## config.mk

```make
export PLATFORM = sky130hd
export DESIGN_NAME = qsm_cmd_port
export DESIGN_NICKNAME = d
export VERILOG_FILES = /design/src/include/qsm_pkg.sv /design/src/qsm_cmd_port.sv
export SDC_FILE = /design/constraint.sdc
export NUM_CORES = 1
export LEC_CHECK = 0
export BUFFER_PORTS_ARGS = -buffer_cell sky130_fd_sc_hd__buf_2
export CORE_MARGIN = 2
export CORE_UTILIZATION = 40
export DETAILED_ROUTE_END_ITERATION = 10
export PLACE_DENSITY_LB_ADDON = 0.25
export RECOVER_POWER = 50
export SLEW_MARGIN = 15
export SYNTH_ARGS = -nofsm -noshare
export SYNTH_HDL_FRONTEND = slang
export SYNTH_SLANG_ARGS = --single-unit
```

## constraint.sdc

```tcl
create_clock -name i_clk -period 2.9 [get_ports i_clk]
set_clock_uncertainty 0.2 [all_clocks]
set_input_delay 0.58 -clock i_clk [delete_from_list [all_inputs] [get_ports i_clk]]
set_output_delay 0.58 -clock i_clk [all_outputs]
set_load 0.02 [all_outputs]
```

## src/include/qsm_pkg.sv

```systemverilog
// Opcodes, status layout, phase counts and states of the serial memory command port.
//------------------------------------------------------------------------------
// Contract
// - Link idles in clock mode 0 or 3; the device accepts either idle level.
// - Inputs are sampled on the rising clock edge; outputs change after the falling edge.
// - A frame is an 8-bit opcode, then optional 24-bit address, latency cycles, data.
// - Opcode, address, latency and data bits travel most significant bit first.
// - Write latch flag is cleared at reset; writes are refused until enabled.
// - Array write needs an enable frame first; latch clears when select rises after it.
// - Dual mode uses lanes 0 and 1; quad mode adds protect and pause pins.
// - Array access is ignored while an internal write cycle is busy.
// - Reads stream sequential bytes, wrap to zero, and end when select rises.
// - Fast reads drive the first bit on the falling edge after the last latency cycle.
// - Opcode 06h sets and 04h clears the write latch; both are opcode only.
// - Write latch clears after disable, status write or array write completes.
// - Writes 02h, A2h, 32h take an address, no latency, a bounded byte count.
// - Read 03h has no latency; 0Bh has 8 latency cycles; both stream unlimited bytes.
// - Reads 3Bh and 6Bh return data on two or four lanes after 8 latency cycles.
// - Opcode 05h returns a status byte; 01h accepts one; no address phase.
// - Opcode B9h enters sleep and ABh leaves it; both are opcode-only frames.
// - Opcode 9Fh returns up to three identification bytes.
// - Pause pin low while selected freezes the transfer and floats the outputs.
// - Status bit 7 set with protect pin low blocks status writes.
// - Status bits 4 to 2 guard regions, bit 1 is the latch flag, bits 6, 5 and 0 are zero.
// - A status write executes only if select rises right after the eighth data bit.
//------------------------------------------------------------------------------
package qsm_pkg;

  //----------------------------------------------------------------------------
  // Opcodes
  //----------------------------------------------------------------------------
  localparam logic [7:0] OP_SET_WRITE_LATCH_CMD = 8'h06;
  localparam logic [7:0] OP_CLEAR_WRITE_LATCH_CMD = 8'h04;
  localparam logic [7:0] OP_SLEEP_ENTER_CMD = 8'hB9;
  localparam logic [7:0] OP_SLEEP_EXIT_CMD = 8'hAB;
  localparam logic [7:0] OP_STATUS_READ_CMD = 8'h05;
  localparam logic [7:0] OP_STATUS_WRITE_CMD = 8'h01;
  localparam logic [7:0] OP_ONE_LANE_WRITE_CMD = 8'h02;
  localparam logic [7:0] OP_TWO_LANE_WRITE_CMD = 8'hA2;
  localparam logic [7:0] OP_FOUR_LANE_WRITE_CMD = 8'h32;
  localparam logic [7:0] OP_PLAIN_READ_CMD = 8'h03;
  localparam logic [7:0] OP_LATENCY_READ_CMD = 8'h0B;
  localparam logic [7:0] OP_TWO_LANE_LATENCY_READ_CMD = 8'h3B;
  localparam logic [7:0] OP_FOUR_LANE_LATENCY_READ_CMD = 8'h6B;
  localparam logic [7:0] OP_IDENTITY_READ_CMD = 8'h9F;

  //----------------------------------------------------------------------------
  // Status register layout and reset values
  //----------------------------------------------------------------------------
  localparam int STATUS_W = 8;
  localparam int ST_GUARD_PIN_ENABLE_BIT = 7;
  localparam logic [7:0] STATUS_WR_MASK = 8'h9C;
  localparam logic [7:0] STATUS_RESET = 8'h00;

  //----------------------------------------------------------------------------
  // Phase counts, lane widths and pin synchroniser layout
  //----------------------------------------------------------------------------
  localparam logic [4:0] OPCODE_LAST = 5'h07;
  localparam logic [4:0] ADDR_LAST = 5'h17;
  localparam logic [4:0] LATENCY_LAST = 5'h07;
  localparam logic [4:0] STATUS_BITS = 5'h08;
  localparam logic [4:0] CNT_SATURATE = 5'h1F;
  localparam logic [2:0] LANES_ONE = 3'h1;
  localparam logic [2:0] LANES_TWO = 3'h2;
  localparam logic [2:0] LANES_FOUR = 3'h4;
  localparam int SYNC_W = 6;
  localparam int SYN_SCK = 0;
  localparam int SYN_CS = 1;
  localparam int SYN_IO = 2;
  localparam logic [5:0] SYNC_RESET = 6'h3E;

  //----------------------------------------------------------------------------
  // Frame phases
  //----------------------------------------------------------------------------
  typedef enum logic [2:0] {
    ST_OPCODE = 3'b000,
    ST_ADDR = 3'b001,
    ST_LATENCY = 3'b010,
    ST_DATA_IN = 3'b011,
    ST_DATA_OUT = 3'b100,
    ST_IGNORE = 3'b101
  } qsm_state_type;

endpackage

```

## src/qsm_cmd_port.sv

```systemverilog
// Command front end of a serial memory: pin sampling, frame decode, status and array access.
`timescale 1ns/1ps
module qsm_cmd_port #(
  parameter int ADDR_W = 20,
  parameter int MAX_WR_BYTES = 2048,
  parameter logic [7:0] ID_BYTE0 = 8'h5A, // Arbitrary value.
  parameter logic [7:0] ID_BYTE1 = 8'h3C, // Arbitrary value.
  parameter logic [7:0] ID_BYTE2 = 8'h11  // Arbitrary value.
) (
  // Clock and reset.
  input wire logic i_clk,
  input wire logic i_resetn,
  // Serial link pins, lanes 0 to 3.
  input wire logic i_sck,
  input wire logic i_cs_n,
  input wire logic [3:0] i_io,
  output logic [3:0] o_io,
  output logic [3:0] o_io_oe_n,
  // Memory array side.
  output logic [ADDR_W-1:0] o_mem_addr,
  output logic o_mem_rd,
  output logic o_mem_wr,
  output logic [7:0] o_mem_wdata,
  input wire logic [7:0] i_mem_rdata,
  input wire logic i_mem_busy,
  // Device state.
  output logic [qsm_pkg::STATUS_W-1:0] o_status,
  output logic o_sleep
);
  import qsm_pkg::*;

  //----------------------------------------------------------------------------
  // Helper functions
  //----------------------------------------------------------------------------
  function automatic logic [7:0] shift_in(input logic [7:0] b, input logic [3:0] d,
                                          input logic [2:0] l);
    logic [7:0] r;
    r = {b[3:0], d};
    case (l)
      LANES_ONE: r = {b[6:0], d[0]};
      LANES_TWO: r = {b[5:0], d[1:0]};
      default: r = {b[3:0], d};
    endcase
    return r;
  endfunction

  function automatic logic [3:0] lane_out(input logic [7:0] b, input logic [2:0] l);
    logic [3:0] r;
    r = b[7:4];
    case (l)
      LANES_ONE: r = {2'h0, b[7], 1'b0};
      LANES_TWO: r = {2'h0, b[7:6]};
      default: r = b[7:4];
    endcase
    return r;
  endfunction

  function automatic logic [3:0] lane_mask(input logic [2:0] l);
    logic [3:0] r;
    r = 4'hF;
    case (l)
      LANES_ONE: r = 4'h2;
      LANES_TWO: r = 4'h3;
      default: r = 4'hF;
    endcase
    return r;
  endfunction

  function automatic logic [2:0] last_pos(input logic [2:0] l);
    logic [2:0] r;
    r = 3'h1;
    case (l)
      LANES_ONE: r = 3'h7;
      LANES_TWO: r = 3'h3;
      default: r = 3'h1;
    endcase
    return r;
  endfunction

  function automatic logic is_array_read(input logic [7:0] op);
    return op == OP_PLAIN_READ_CMD || op == OP_LATENCY_READ_CMD ||
           op == OP_TWO_LANE_LATENCY_READ_CMD || op == OP_FOUR_LANE_LATENCY_READ_CMD;
  endfunction

  function automatic logic is_array_write(input logic [7:0] op);
    return op == OP_ONE_LANE_WRITE_CMD || op == OP_TWO_LANE_WRITE_CMD ||
           op == OP_FOUR_LANE_WRITE_CMD;
  endfunction

  // Upper 1/32, 1/16, 1/8, 1/4, 1/2 or all of the array, by the three guard bits.
  function automatic logic guarded(input logic [ADDR_W-1:0] a, input logic [2:0] g);
    logic [4:0] top;
    logic r;
    top = a[ADDR_W-1 -: 5];
    r = 1'b0;
    case (g)
      3'h1: r = &top;
      3'h2: r = &top[4:1];
      3'h3: r = &top[4:2];
      3'h4: r = &top[4:3];
      3'h5: r = top[4];
      3'h6, 3'h7: r = 1'b1;
      default: r = 1'b0;
    endcase
    return r;
  endfunction

  //----------------------------------------------------------------------------
  // Declarations
  //----------------------------------------------------------------------------
  logic [SYNC_W-1:0] sync1_r, sync2_r, sync3_r, lvl_r, lvl_d_r, lvl_nxt;
  qsm_state_type state_r, dec_state;
  logic [2:0] lanes_r, dec_lanes, pos_r;
  logic [4:0] cnt_r;
  logic [23:0] sh_r;
  logic [7:0] op_r, op_byte, in_byte, out_src, osh_r, rd_byte_r, nv_r, status;
  logic [ADDR_W-1:0] addr_r;
  logic [11:0] wr_cnt_r;
  logic [1:0] id_idx_r;
  logic [3:0] pin, io_r;
  logic wel_r, sleep_r, drv_r, mem_rd_r, rd_cap_r, mem_wr_r, wr_step_r;
  logic [7:0] wdata_r;
  logic cs_act, cs_rise, sck_rise, sck_fall, quad_phase, hold_act, wp_low, run, rise, fall;
  logic opc_done, addr_done, lat_done, in_byte_done, out_start, fetch_now;
  logic stat_commit, wr_end, wr_ok;

  //----------------------------------------------------------------------------
  // Pin synchronisers
  //----------------------------------------------------------------------------
  // A level only changes once the second and third stages agree, so a single
  // metastable sample on the first stage can never produce a false edge.
  always_comb begin
    for (int i = 0; i < SYNC_W; i++) begin
      lvl_nxt[i] = (sync2_r[i] == sync3_r[i]) ? sync3_r[i] : lvl_r[i];
    end
  end

  always_ff @(posedge i_clk or negedge i_resetn) begin
    if (!i_resetn) begin
      sync1_r <= SYNC_RESET;
      sync2_r <= SYNC_RESET;
      sync3_r <= SYNC_RESET;
      lvl_r <= SYNC_RESET;
      lvl_d_r <= SYNC_RESET;
    end else begin
      sync1_r <= {i_io, i_cs_n, i_sck};
      sync2_r <= sync1_r;
      sync3_r <= sync2_r;
      lvl_r <= lvl_nxt;
      lvl_d_r <= lvl_r;
    end
  end

  //----------------------------------------------------------------------------
  // Link events
  //----------------------------------------------------------------------------
  // Either clock idle level works: only edges seen while selected count.
  assign sck_rise = lvl_r[SYN_SCK] & ~lvl_d_r[SYN_SCK];
  assign sck_fall = ~lvl_r[SYN_SCK] & lvl_d_r[SYN_SCK];
  assign cs_act = ~lvl_r[SYN_CS];
  assign cs_rise = lvl_r[SYN_CS] & ~lvl_d_r[SYN_CS];
  assign pin = lvl_r[SYN_IO +: 4];
  assign quad_phase = (state_r == ST_DATA_IN || state_r == ST_DATA_OUT) &&
                      lanes_r == LANES_FOUR;
  assign hold_act = cs_act & ~quad_phase & ~pin[3];
  assign wp_low = ~quad_phase & ~pin[2];
  assign run = cs_act & ~hold_act;
  assign rise = run & sck_rise;
  assign fall = run & sck_fall;
  assign op_byte = {sh_r[6:0], pin[0]};
  assign in_byte = shift_in(sh_r[7:0], pin, lanes_r);
  assign out_src = (pos_r == 3'h0) ? rd_byte_r : osh_r;
  assign status = {nv_r[7:2], wel_r, 1'b0};

  assign opc_done = rise && state_r == ST_OPCODE && cnt_r == OPCODE_LAST;
  assign addr_done = rise && state_r == ST_ADDR && cnt_r == ADDR_LAST;
  assign lat_done = rise && state_r == ST_LATENCY && cnt_r == LATENCY_LAST;
  assign in_byte_done = rise && state_r == ST_DATA_IN && pos_r == last_pos(lanes_r);
  assign out_start = fall && state_r == ST_DATA_OUT && pos_r == 3'h0;
  assign fetch_now = (addr_done && is_array_read(op_r)) || lat_done ||
                     (out_start && is_array_read(op_r));
  assign stat_commit = cs_rise && state_r == ST_DATA_IN && op_r == OP_STATUS_WRITE_CMD &&
                       cnt_r == STATUS_BITS && wel_r &&
                       !(nv_r[ST_GUARD_PIN_ENABLE_BIT] && wp_low);
  assign wr_end = cs_rise && state_r == ST_DATA_IN && is_array_write(op_r);
  assign wr_ok = wr_cnt_r < MAX_WR_BYTES[11:0] && !guarded(addr_r, nv_r[4:2]);

  //----------------------------------------------------------------------------
  // Opcode decode
  //----------------------------------------------------------------------------
  always_comb begin
    dec_state = ST_IGNORE;
    dec_lanes = LANES_ONE;
    if (!sleep_r) begin
      unique case (op_byte)
        OP_STATUS_READ_CMD, OP_IDENTITY_READ_CMD: dec_state = ST_DATA_OUT;
        OP_STATUS_WRITE_CMD: dec_state = ST_DATA_IN;
        OP_PLAIN_READ_CMD, OP_LATENCY_READ_CMD: begin
          dec_state = i_mem_busy ? ST_IGNORE : ST_ADDR;
        end
        OP_TWO_LANE_LATENCY_READ_CMD: begin
          dec_state = i_mem_busy ? ST_IGNORE : ST_ADDR;
          dec_lanes = LANES_TWO;
        end
        OP_FOUR_LANE_LATENCY_READ_CMD: begin
          dec_state = i_mem_busy ? ST_IGNORE : ST_ADDR;
          dec_lanes = LANES_FOUR;
        end
        OP_ONE_LANE_WRITE_CMD: begin
          dec_state = (i_mem_busy || !wel_r) ? ST_IGNORE : ST_ADDR;
        end
        OP_TWO_LANE_WRITE_CMD: begin
          dec_state = (i_mem_busy || !wel_r) ? ST_IGNORE : ST_ADDR;
          dec_lanes = LANES_TWO;
        end
        OP_FOUR_LANE_WRITE_CMD: begin
          dec_state = (i_mem_busy || !wel_r) ? ST_IGNORE : ST_ADDR;
          dec_lanes = LANES_FOUR;
        end
        default: dec_state = ST_IGNORE;
      endcase
    end
  end

  //----------------------------------------------------------------------------
  // Frame sequencer
  //----------------------------------------------------------------------------
  always_ff @(posedge i_clk or negedge i_resetn) begin
    if (!i_resetn) begin
      state_r <= ST_OPCODE;
      cnt_r <= 5'h00;
      pos_r <= 3'h0;
      lanes_r <= LANES_ONE;
      sh_r <= 24'h000000;
      op_r <= 8'h00;
    end else if (!cs_act) begin
      state_r <= ST_OPCODE;
      cnt_r <= 5'h00;
      pos_r <= 3'h0;
      lanes_r <= LANES_ONE;
    end else if (rise) begin
      unique case (state_r)
        ST_OPCODE: begin
          sh_r <= {sh_r[22:0], pin[0]};
          cnt_r <= cnt_r + 5'h01;
          if (cnt_r == OPCODE_LAST) begin
            op_r <= op_byte;
            state_r <= dec_state;
            lanes_r <= dec_lanes;
            cnt_r <= 5'h00;
          end
        end
        ST_ADDR: begin
          sh_r <= {sh_r[22:0], pin[0]};
          cnt_r <= cnt_r + 5'h01;
          if (cnt_r == ADDR_LAST) begin
            cnt_r <= 5'h00;
            if (is_array_write(op_r)) begin
              state_r <= ST_DATA_IN;
            end else if (op_r == OP_PLAIN_READ_CMD) begin
              state_r <= ST_DATA_OUT;
            end else begin
              state_r <= ST_LATENCY;
            end
          end
        end
        ST_LATENCY: begin
          cnt_r <= cnt_r + 5'h01;
          if (cnt_r == LATENCY_LAST) begin
            state_r <= ST_DATA_OUT;
          end
        end
        ST_DATA_IN: begin
          sh_r[7:0] <= in_byte;
          pos_r <= in_byte_done ? 3'h0 : pos_r + 3'h1;
          if (cnt_r != CNT_SATURATE) begin
            cnt_r <= cnt_r + 5'h01;
          end
        end
        ST_DATA_OUT, ST_IGNORE: begin
          cnt_r <= cnt_r;
        end
        default: state_r <= ST_IGNORE;
      endcase
    end else if (fall && state_r == ST_DATA_OUT) begin
      pos_r <= (pos_r == last_pos(lanes_r)) ? 3'h0 : pos_r + 3'h1;
    end
  end

  //----------------------------------------------------------------------------
  // Write latch, status bits and sleep
  //----------------------------------------------------------------------------
  // The guard bits live in flops here; keeping them across power loss is the
  // job of the storage behind this block.
  always_ff @(posedge i_clk or negedge i_resetn) begin
    if (!i_resetn) begin
      wel_r <= 1'b0;
    end else if (opc_done && !sleep_r && op_byte == OP_SET_WRITE_LATCH_CMD) begin
      wel_r <= 1'b1;
    end else if (opc_done && !sleep_r && op_byte == OP_CLEAR_WRITE_LATCH_CMD) begin
      wel_r <= 1'b0;
    end else if (stat_commit || wr_end) begin
      wel_r <= 1'b0;
    end
  end

  always_ff @(posedge i_clk or negedge i_resetn) begin
    if (!i_resetn) begin
      nv_r <= STATUS_RESET;
    end else if (stat_commit) begin
      nv_r <= sh_r[7:0] & STATUS_WR_MASK;
    end
  end

  always_ff @(posedge i_clk or negedge i_resetn) begin
    if (!i_resetn) begin
      sleep_r <= 1'b0;
    end else if (opc_done && op_byte == OP_SLEEP_ENTER_CMD) begin
      sleep_r <= 1'b1;
    end else if (opc_done && op_byte == OP_SLEEP_EXIT_CMD) begin
      sleep_r <= 1'b0;
    end
  end

  //----------------------------------------------------------------------------
  // Array access and read data
  //----------------------------------------------------------------------------
  always_ff @(posedge i_clk or negedge i_resetn) begin
    if (!i_resetn) begin
      addr_r <= '0;
      mem_rd_r <= 1'b0;
      rd_cap_r <= 1'b0;
      mem_wr_r <= 1'b0;
      wr_step_r <= 1'b0;
      wdata_r <= 8'h00;
      wr_cnt_r <= 12'h000;
    end else begin
      mem_rd_r <= fetch_now;
      rd_cap_r <= mem_rd_r;
      wr_step_r <= in_byte_done && is_array_write(op_r);
      mem_wr_r <= in_byte_done && is_array_write(op_r) && wr_ok;
      if (in_byte_done) begin
        wdata_r <= in_byte;
      end
      if (addr_done) begin
        addr_r <= {sh_r[ADDR_W-2:0], pin[0]};
      end else if ((out_start && is_array_read(op_r)) || wr_step_r) begin
        addr_r <= addr_r + 1'b1;
      end
      if (!cs_act) begin
        wr_cnt_r <= 12'h000;
      end else if (wr_step_r && wr_cnt_r != 12'hFFF) begin
        wr_cnt_r <= wr_cnt_r + 12'h001;
      end
    end
  end

  always_ff @(posedge i_clk or negedge i_resetn) begin
    if (!i_resetn) begin
      rd_byte_r <= 8'h00;
      id_idx_r <= 2'h0;
    end else if (rd_cap_r) begin
      rd_byte_r <= i_mem_rdata;
    end else if (opc_done && op_byte == OP_STATUS_READ_CMD) begin
      rd_byte_r <= status;
    end else if (opc_done && op_byte == OP_IDENTITY_READ_CMD) begin
      rd_byte_r <= ID_BYTE0;
      id_idx_r <= 2'h1;
    end else if (out_start && op_r == OP_STATUS_READ_CMD) begin
      rd_byte_r <= status;
    end else if (out_start && op_r == OP_IDENTITY_READ_CMD) begin
      rd_byte_r <= (id_idx_r == 2'h1) ? ID_BYTE1 : (id_idx_r == 2'h2) ? ID_BYTE2 : 8'h00;
      id_idx_r <= (id_idx_r == 2'h3) ? id_idx_r : id_idx_r + 2'h1;
    end
  end

  //----------------------------------------------------------------------------
  // Output lanes
  //----------------------------------------------------------------------------
  // The enable is gated live by select and pause, so a pause floats the lanes
  // at once and releasing it drives the held bit again without a new edge.
  always_ff @(posedge i_clk or negedge i_resetn) begin
    if (!i_resetn) begin
      io_r <= 4'h0;
      osh_r <= 8'h00;
      drv_r <= 1'b0;
    end else if (!cs_act) begin
      drv_r <= 1'b0;
    end else if (fall && state_r == ST_DATA_OUT) begin
      io_r <= lane_out(out_src, lanes_r);
      osh_r <= shift_in(out_src, 4'h0, lanes_r);
      drv_r <= 1'b1;
    end
  end

  assign o_io = io_r;
  assign o_io_oe_n = (drv_r && run) ? ~lane_mask(lanes_r) : 4'hF;
  assign o_mem_addr = addr_r;
  assign o_mem_rd = mem_rd_r;
  assign o_mem_wr = mem_wr_r;
  assign o_mem_wdata = wdata_r;
  assign o_status = status;
  assign o_sleep = sleep_r;

endmodule // qsm_cmd_port

```

== Yosys cells after proc, flatten, opt, wreduce, memory -nomap -nowiden ==
Cells that the tools add are included.

* Muxes and demuxes: 64
* Shift-type cells: 0
* Bitwise operators: 20
* Divide/modulo/power cells: 0
* $add $sub $neg: 5
* Multipliers: 0
* Reductions and logical operators: 85
* Magnitude comparators: 1
* Equality and inequality tests: 63

{| class="wikitable"
|+ Operator list
! cell !! count
|-
| 3-bit two-way mux || 24
|-
| 8-bit == test (second input constant) || 6
|-
| 8-bit two-way mux || 6
|-
| 8-bit case mux with 2 select lines || 3
|-
| 20-bit two-way mux || 2
|-
| 1-bit logical AND || 34
|-
| 8-bit by 2-bit == test with 1-bit output (second input constant) || 4
|-
| 8-bit by 3-bit == test with 1-bit output (second input constant) || 4
|-
| 8-bit by 6-bit == test with 1-bit output (second input constant) || 4
|-
| 5-bit two-way mux || 6
|-
| 12-bit two-way mux || 2
|-
| 3-bit case mux with 4 select lines || 2
|-
| 3-bit == test (second input constant) || 7
|-
| 20-bit by 1-bit adder with 20-bit output (second input constant) || 1
|-
| 5-bit case mux with 4 select lines || 1
|-
| 2-bit nonzero test || 9
|-
| 8-bit by 1-bit == test with 1-bit output (second input constant) || 2
|-
| 8-bit by 4-bit == test with 1-bit output (second input constant) || 2
|-
| 8-bit by 7-bit == test with 1-bit output (second input constant) || 2
|-
| 4-bit case mux with 2 select lines || 2
|-
| 3-bit by 2-bit == test with 1-bit output (second input constant) || 5
|-
| 3-bit by 2-bit != test with 1-bit output (second input constant) || 5
|-
| 3-bit AND reduction || 5
|-
| 5-bit AND reduction || 3
|-
| other kinds (36) || 97
|}

* Memories: 0
* Output and inout bits: 47
* Word-level logic and storage cells: 270
* Memory bits (writable): 0
* ROM bits: 0
* Input bits: 17
* Bits in latches: 0
* Bits in registers: 140

== Longest topological paths before layout ==
Gate-level depths: netlist (run 1).

* Word-level depth: 18
* Mapped depth: 10

== Worst setup path before layout (run 1) ==
Ideal clock, no wire load.

* Path type: reg2out
* Start point: register lanes_r[0]
* End point: output port o_io_oe_n[3]
* Stages on the path, launching flop included: 8
* Data arrival time: 1,798 ps
* Buffers on the path: 2
* Path slack: 322 ps
* Cell sequence: dfstp_2 buf_2 nor3b_2 o21a_1 or2_2 nor3b_1 nand2_1 buf_4

* Cells in the longest elaborated chain, start to end: 9

{| class="wikitable"
|+ RTL lines
! what !! line !! source
|-
| from (decl) || qsm_cmd_port.sv:113 || <nowiki>logic [2:0] lanes_r, dec_lanes, pos_r;</nowiki>
|-
| from (signal assigned) || qsm_cmd_port.sv:249 || <nowiki>lanes_r <= dec_lanes;</nowiki>
|-
| 3-bit == test || qsm_cmd_port.sv:164 || <nowiki>lanes_r == LANES_FOUR;</nowiki>
|-
| 1-bit logical AND || qsm_cmd_port.sv:163 || <nowiki>assign quad_phase = (state_r == ST_DATA_IN || state_r == ST_DATA_OUT) &&</nowiki>
|-
| 1-bit inverter || qsm_cmd_port.sv:165 || <nowiki>assign hold_act = cs_act & ~quad_phase & ~pin[3];</nowiki>
|-
| 1-bit bitwise AND (2 in series) || qsm_cmd_port.sv:165 ||
|-
| 1-bit inverter || qsm_cmd_port.sv:167 || <nowiki>assign run = cs_act & ~hold_act;</nowiki>
|-
| 1-bit bitwise AND || qsm_cmd_port.sv:167 ||
|-
| 1-bit logical AND || qsm_cmd_port.sv:397 || <nowiki>assign o_io_oe_n = (drv_r && run) ? ~lane_mask(lanes_r) : 4'hF;</nowiki>
|-
| 4-bit two-way mux * || qsm_cmd_port.sv:397 ||
|-
| to (decl) || qsm_cmd_port.sv:18 || <nowiki>output logic [3:0] o_io_oe_n,</nowiki>
|}

Mark *: on every way between the ends. The rest lies on a longest branch, timed or not.

== Worst setup path after layout (run 1) ==
* Start point: register state_r[1]
* End point: output port o_io_oe_n[3]

* Cells in the longest elaborated chain, start to end: 10

{| class="wikitable"
|+ RTL lines
! what !! line !! source
|-
| from (decl) || qsm_cmd_port.sv:112 || <nowiki>qsm_state_type state_r, dec_state;</nowiki>
|-
| from (signal assigned) || qsm_cmd_port.sv:248 || <nowiki>state_r <= dec_state;</nowiki>
|-
| 3-bit by 2-bit == test with 1-bit output or 3-bit == test (tied branches) || qsm_cmd_port.sv:163 ||
|-
| 1-bit logical OR * || qsm_cmd_port.sv:163 ||
|-
| 1-bit logical AND * || qsm_cmd_port.sv:163 ||
|-
| 1-bit inverter * || qsm_cmd_port.sv:165 ||
|-
| 1-bit bitwise AND * (2 in series) || qsm_cmd_port.sv:165 ||
|-
| 1-bit inverter * || qsm_cmd_port.sv:167 ||
|-
| 1-bit bitwise AND * || qsm_cmd_port.sv:167 ||
|-
| 1-bit logical AND * || qsm_cmd_port.sv:397 ||
|-
| 4-bit two-way mux * || qsm_cmd_port.sv:397 ||
|}

Marked as above.

==> impl_metrics.yaml, run 1 <==
setup_path:
  critPathKind: "reg -> out"
  crit_path_start: "state_r[1]$_DFFE_PN0P_"
  arrival_ns: 2.01
  endpoint_kind: "output pin"
  ff2ff_path_depth: 7
  start_kind: "flop"
  critPathMaxFanout: 7
  rrSetupSlack_ns: 0.19
  worstReg2RegStart: "state_r[2]$_DFFE_PN0P_"
  cp.required_ns: 2.12
timing:
  relSlewSlack_pct: 19.7
  final.period_utilization_pct: 96.2
  slew_viol_final: 0
  hold_viol: 0
  rsz0062_at_grt: "false"
  finalSetupViolations: 0
  period_needed_ns: 2.79
  max_freq_mhz: 359
  tightestPinTransition_ns: 1.20
  setup_tns_ns: 0
routing:
  wl_per_cell_um: 17.5
  drt_iter0_drc: 481
  via_per_inst: 5.53
  via_count: 5783
  dr.pass1.iters: 5
  drc: 0
  routed_wl_um: 18300
  detail-route-antenna-nets: 0
logic_synthesis:
  avgSynthCellArea_um2: 9.79
  ys_types: 76
  yosysSeqAreaShare_pct: 48.8
  yosysTopAreaCell: "dfrtp_1"
  synth_common_cells: "dfrtp_1, nand2_1, nor2_1, o21ai_0, clkbuf_1"
  synth-async-reset-ratio_pct: 100
  synthCells: 734
  yosys.area.top_type_share_pct: 40.7
  yosys_most_used_dff: "dfrtp_1"
  ys_warn_count: 0
  syn_area_um2: 7190
  ys_top_cells_by_area: "dfrtp_1, dfstp_2, nand2_1"
  synth-edff-count: 0
  ys_ff_latch: 139
  synthMostInstantiatedCell: "dfrtp_1"
global_routing:
  antenna_found_initial: 0
  grt_pass1_vias: 5665
  grt_max_degree: 58
  track_usage_pct: 19.5
  grt_pass1_wl_um: 29800
  overflow: 0
final_layout:
  fin_cells: 1046
  area_delta_synth_final_pct: 18.2
  drive_above_1_share_pct: 22.4
  final_nets: 831
  fin_area_um2: 8490
  utilization_pct: 47.8
  num_antenna_cells: 0
outcome:
  outcome: "finished clean"
floorplanning:
  pin_count: 64
  die_h_um: 138
  dieArea_um2: 19100
  dieWidth_um: 138
  core_region_area_um2: 17800
  rows: 49
  initial_core_util_pct: 40.4
min_path:
  hold_path.class: "in -> reg"
  min_delay_path_depth: 1
  worstHoldStart: "i_io[1]"
clocking:
  clkLatencyLatePin_ns: 0.42
  cts_max_level: 4
  cts_buffer_depth: 2
  cts_tree: "built"
  cts.clk_slew.worst_paths_ns: 0.06
  root_buffer: "clkbuf_16"
  cts_inserted_buffers: 17
  clock_sinks: 139
place:
  dp_cells: 1007
  dpl.hpwl_um: 12800
  gp_congestion: 0.885
  portBuffers: 60
  place_area_um2: 7820
power:
  finalPower_mw: 5.20
  p_leak_nw: 3.73
  power_density_nw_per_um2: 612
  peakVddDrop_mv: 0.418
job:
  maxCapViolations: 0
-- placed cells by master (no fill, tap or decap), types with 4 or more instances in the layout --
cell type and count:
o22a_1 5, xnor2_1 26, nand3_1 25, nor2b_1 9, nor2_1 60, o21ai_1 4, a31oi_1 6, mux2_2 20
nand4b_1 5, clkbuf_1 4, nand3b_1 12, ha_1 10, nor4_1 11, a22oi_1 6, clkbuf_16 19, a21oi_1 26
buf_4 33, mux2i_1 15, maj3_1 6, inv_1 18, xor2_1 8, dfrtp_1 113, dfstp_1 7, nand4_1 10
o21ai_0 55, buf_2 58, nor3b_1 9, o22ai_1 8, dfstp_2 15, or2_2 5, nand2_1 83, o31ai_1 8
nand2b_1 8, nor3_1 22, dfrtp_2 4
-- worst paths after layout --
kind	to
hold reg to reg	sync2_r[0]$_DFF_PN0_
setup reg to reg	id_idx_r[1]$_DFFE_PN0P_
hold / removal	sync1_r[3]$_DFF_PN1_
setup / recovery	o_io_oe_n[3]
max in group asynchronous	lanes_r[1]$_DFFE_PN0P_
min in group asynchronous	drv_r$_DFFE_PN0P_
-- critical path, stage by stage, from the launching register on --
cell     delay [ns]
dfrtp_2        0.45
and3b_1        0.22
o21a_1         0.24
or2_4          0.27
nor3b_4        0.17
nand2_1        0.09
buf_2          0.17
-- power by group --
group	switching (mW)	total (mW)	internal (mW)
Combinational	0.485	0.811	0.326
Sequential	0.125	2.19	2.06
Clock	0.843	2.20	1.36
-- area by class of cell --
| cell class | count | area [um^2] |
|---|---|---|
| Fill cell | 1676 | 9290 |
| Sequential cell | 139 | 3510 |
| Multi-Input combinational cell | 532 | 3440 |
| Timing Repair Buffer | 96 | 584 |
| Clock buffer | 25 | 528 |
| Tap cell | 229 | 287 |
| Clock inverter | 7 | 75.1 |
| Inverter | 18 | 67.6 |
-- layer usage --
layer | track usage, % | vias up | wire (um)
met5 | 0 | - | 0
li1 | - | 2748 | -
met3 | 4.23 | 22 | 844
met2 | 31.1 | 175 | 8500
met4 | 6.23 | 0 | 313
met1 | 26.7 | 2838 | 8690
-- flip-flops by register name (all words and copies together), names as in the netlist, 2 cells and up --
name	cells
nv_r	4
lvl_d_r	2
pos_r	3
o_mem_addr	20
wr_cnt_r	12
sh_r	19
sync1_r	6
lanes_r	3
op_r	8
lvl_r	6
rd_byte_r	8
sync3_r	6
o_io	4
osh_r	7
id_idx_r	2
cnt_r	5
state_r	3
sync2_r	6
o_mem_wdata	8
-- what timing repair did --
item | in CTS | in global routing
setup endpoints to repair | 4 | 4
gates resized for setup | 5 | 5
pin swaps | 0 | 1
hold buffers | 1 | 0
setup buffers | 3 | 3
hold endpoints to repair | 28 | 0
-- through the flow --
stage                     worst slack [ns]  hold slack, ns
after floorplan                      0.322          0.0844
after global placement               0.281           0.135
after detailed placement             0.236           0.136
after CTS                          0.00141          0.0412
after global routing               0.00540          0.0367
final                                0.111          0.0553
-- kinds of logic after synthesis --
logic type,count (synthesis),synth area share [%]
compound gates,151,13.2
xor+xnor,34,4.14
fa+ha+maj,16,2.58
buf+inv,65,3.99
flops,139,48.8
mux,35,5.22
other cells,1,0.0522
simple gates,293,22.0
Note: power is estimated with default switching activity, not from simulation.
==> inputs of run 2 (changes only) <==
CAP_MARGIN = 20   (was unset)
CORE_UTILIZATION = 55   (was 40)
==> impl_metrics.yaml, run 2 (synthesis results as in run 1) <==
outcome:
  outcome: "finished clean"
setup_path:
  arrival_ns: 2.07
  cpLargestDelayFamily: "simple AND/OR/NAND/NOR gates"
  start_kind: "flop"
  crit_chain: "and3b_1, o21a_1, or2_2, nor3b_4, nand2_1, buf_2"
  max_stage_delay_ns: 0.45
  cp.required_ns: 2.12
  endpoint_kind: "output pin"
  crit_path_start: "state_r[1]$_DFFE_PN0P_"
  ff2ff_path_depth: 7
  worstReg2RegStart: "lanes_r[1]$_DFFE_PN0P_"
  r2r_end: "o_mem_wr$_DFF_PN0_"
  critPathMaxFanout: 8
  cpMaxStageDelayCell: "dfrtp_2"
  critPathKind: "reg -> out"
  rrSetupSlack_ns: 0.27
  crit_buf_inv: 1
min_path:
  hold_path.class: "in -> reg"
  worstHoldStart: "i_cs_n"
  min_delay_path_depth: 1
  min_to: "sync1_r[1]$_DFF_PN1_"
global_routing:
  grt_max_degree: 59
  grt_pass1_vias: 5671
  grt_pass1_wl_um: 28600
  antenna_found_initial: 0
  track_usage_pct: 25.7
  overflow: 0
clocking:
  clkLatencyLatePin_ns: 0.43
  cts.clk_slew.worst_paths_ns: 0.06
  cts_max_level: 4
  root_buffer: "clkbuf_16"
  cts_inserted_buffers: 17
  cts_buffer_depth: 2
  clock_sinks: 139
  cts_tree: "built"
routing:
  drt_iter0_drc: 489
  dr.pass1.iters: 5
  wl_per_cell_um: 17.6
  drc: 0
  detail-route-antenna-nets: 0
  routed_wl_um: 17400
  via_count: 5872
  via_per_inst: 5.93
place:
  portBuffers: 60
  gp_congestion: 0.915
  place_area_um2: 7760
  dpl.hpwl_um: 12200
floorplanning:
  pin_count: 64
  initial_core_util_pct: 56.7
  dieWidth_um: 118
  die_h_um: 118
  dieArea_um2: 14000
  rows: 41
  core_region_area_um2: 12700
power:
  seq_power_share_pct: 42.6
  clock_power_share_pct: 41.7
  pwr-share-comb_pct: 15.7
  p_int_mw: 3.69
  power_density_nw_per_um2: 611
  finalPower_mw: 5.13
  p_leak_nw: 3.65
  swShare_pct: 28.1
  power_switching_mw: 1.44
  peakVddDrop_mv: 0.484
final_layout:
  final_common_cell: "dfrtp_1"
  mostFrequentLayoutCells: "dfrtp_1, nand2_1, nor2_1"
  area_delta_synth_final_pct: 16.8
  layout.area.seq_um2: 3510
  final_nets: 833
  utilization_pct: 66.3
  drive_above_1_share_pct: 20.6
  num_antenna_cells: 0
  multi_input_area_um2: 3440
  largest_reg_flops: 20
  fin_area_um2: 8400
  fill_cells: 1035
timing:
  final.period_utilization_pct: 98.3
  tightestPinTransition_ns: 1.31
  period_needed_ns: 2.85
  max_freq_mhz: 351
  hold_viol: 0
  relSlewSlack_pct: 12.8
  slew_viol_final: 0
  finalSetupViolations: 0
job:
  maxCapViolations: 0
==> run 2: cell count changes in the layout (fill, tap and decap cells not counted), sizes merged <==
cell,change
buf,-15
bufinv,+1
clkbuf,+12
clkinv,+2
clkinvlp,+2
==> run 2: cell type report <==
| cell class | instances | area share, % |
|---|---|---|
| clock buffers | 20 | 5.32 |
| well taps | 172 | 2.56 |
| clock inverters | 12 | 1.67 |
| repair buffers | 98 | 6.86 |
| flip-flops and latches | 139 | 41.8 |
| inverters | 18 | 0.805 |
| multi-input cells | 532 | 41.0 |
==> run 2: repair_timing <==
action | in CTS | in global routing
cloned | 0 | 0
hold buffers | 1 | 0
setup endpoints to repair | 4 | 9
hold endpoints to repair | 29 | 0
resized for setup | 6 | 2
setup buffers | 2 | 3
pin swaps | 1 | 1
==> run 2: power groups by stage <==
| stage | Clock (mW) | Combinational, mW | Sequential, mW |
|---|---|---|---|
| global placement | 0 | 0.779 | 2.21 |
| floorplan | 0 | 0.575 | 2.16 |
| finish | 2.14 | 0.806 | 2.19 |
| detailed placement | 0 | 0.798 | 2.22 |
| global route | 2.26 | 0.893 | 2.20 |
| CTS | 2.18 | 0.802 | 2.18 |
==> run 2: worst reg2reg max path: stages, from the launching register on <==
cell and delay (ns):
dfrtp_2 0.47, nor3b_4 0.28, o21a_1 0.21, buf_4 0.13, o21ai_0 0.14, or3_1 0.61
nor2_1 0.33, and3_1 0.20
==> run 2: metal layers <==
| layer | track usage (%) | wire, um | up-vias |
|---|---|---|---|
| li1 | - | - | 2764 |
| met1 | 34.2 | 7640 | 2846 |
| met2 | 41.4 | 8320 | 226 |
| met3 | 4.83 | 1010 | 36 |
| met4 | 10.5 | 441 | 0 |
| met5 | 0 | 0 | - |
==> run 2: how the worst max path moves through the flow <==
| stage | depth (start not counted) | endpoint | slack, ns |
|---|---|---|---|
| 6_report | 6 | o_io_oe_n[3] | 0.05 |
| 5_1_grt | 6 | o_io_oe_n[2] | -0.01 |
| 4_1_cts | 6 | o_io_oe_n[3] | 0.002 |
| 3_5_place_dp | 8 | o_mem_addr[17]$_DFFE_PN0P_ | 0.14 |
| 3_3_place_gp | 8 | o_mem_addr[11]$_DFFE_PN0P_ | 0.22 |
| 2_1_floorplan | 7 | o_io_oe_n[3] | 0.32 |
==> run 2: metrics by stage <==
step	worst slack, ns	cells	setup TNS, ns	hold WS [ns]
2_1_floorplan	0.322	736	0	0.0844
3_3_place_gp	0.216	953	0	0.132
3_5_place_dp	0.140	953	0	0.143
4_1_cts	0.00190	988	0	0.0372
5_1_grt	-0.00980	991	-0.0191	0.0373
6_report	0.0491	991	0	0.0488
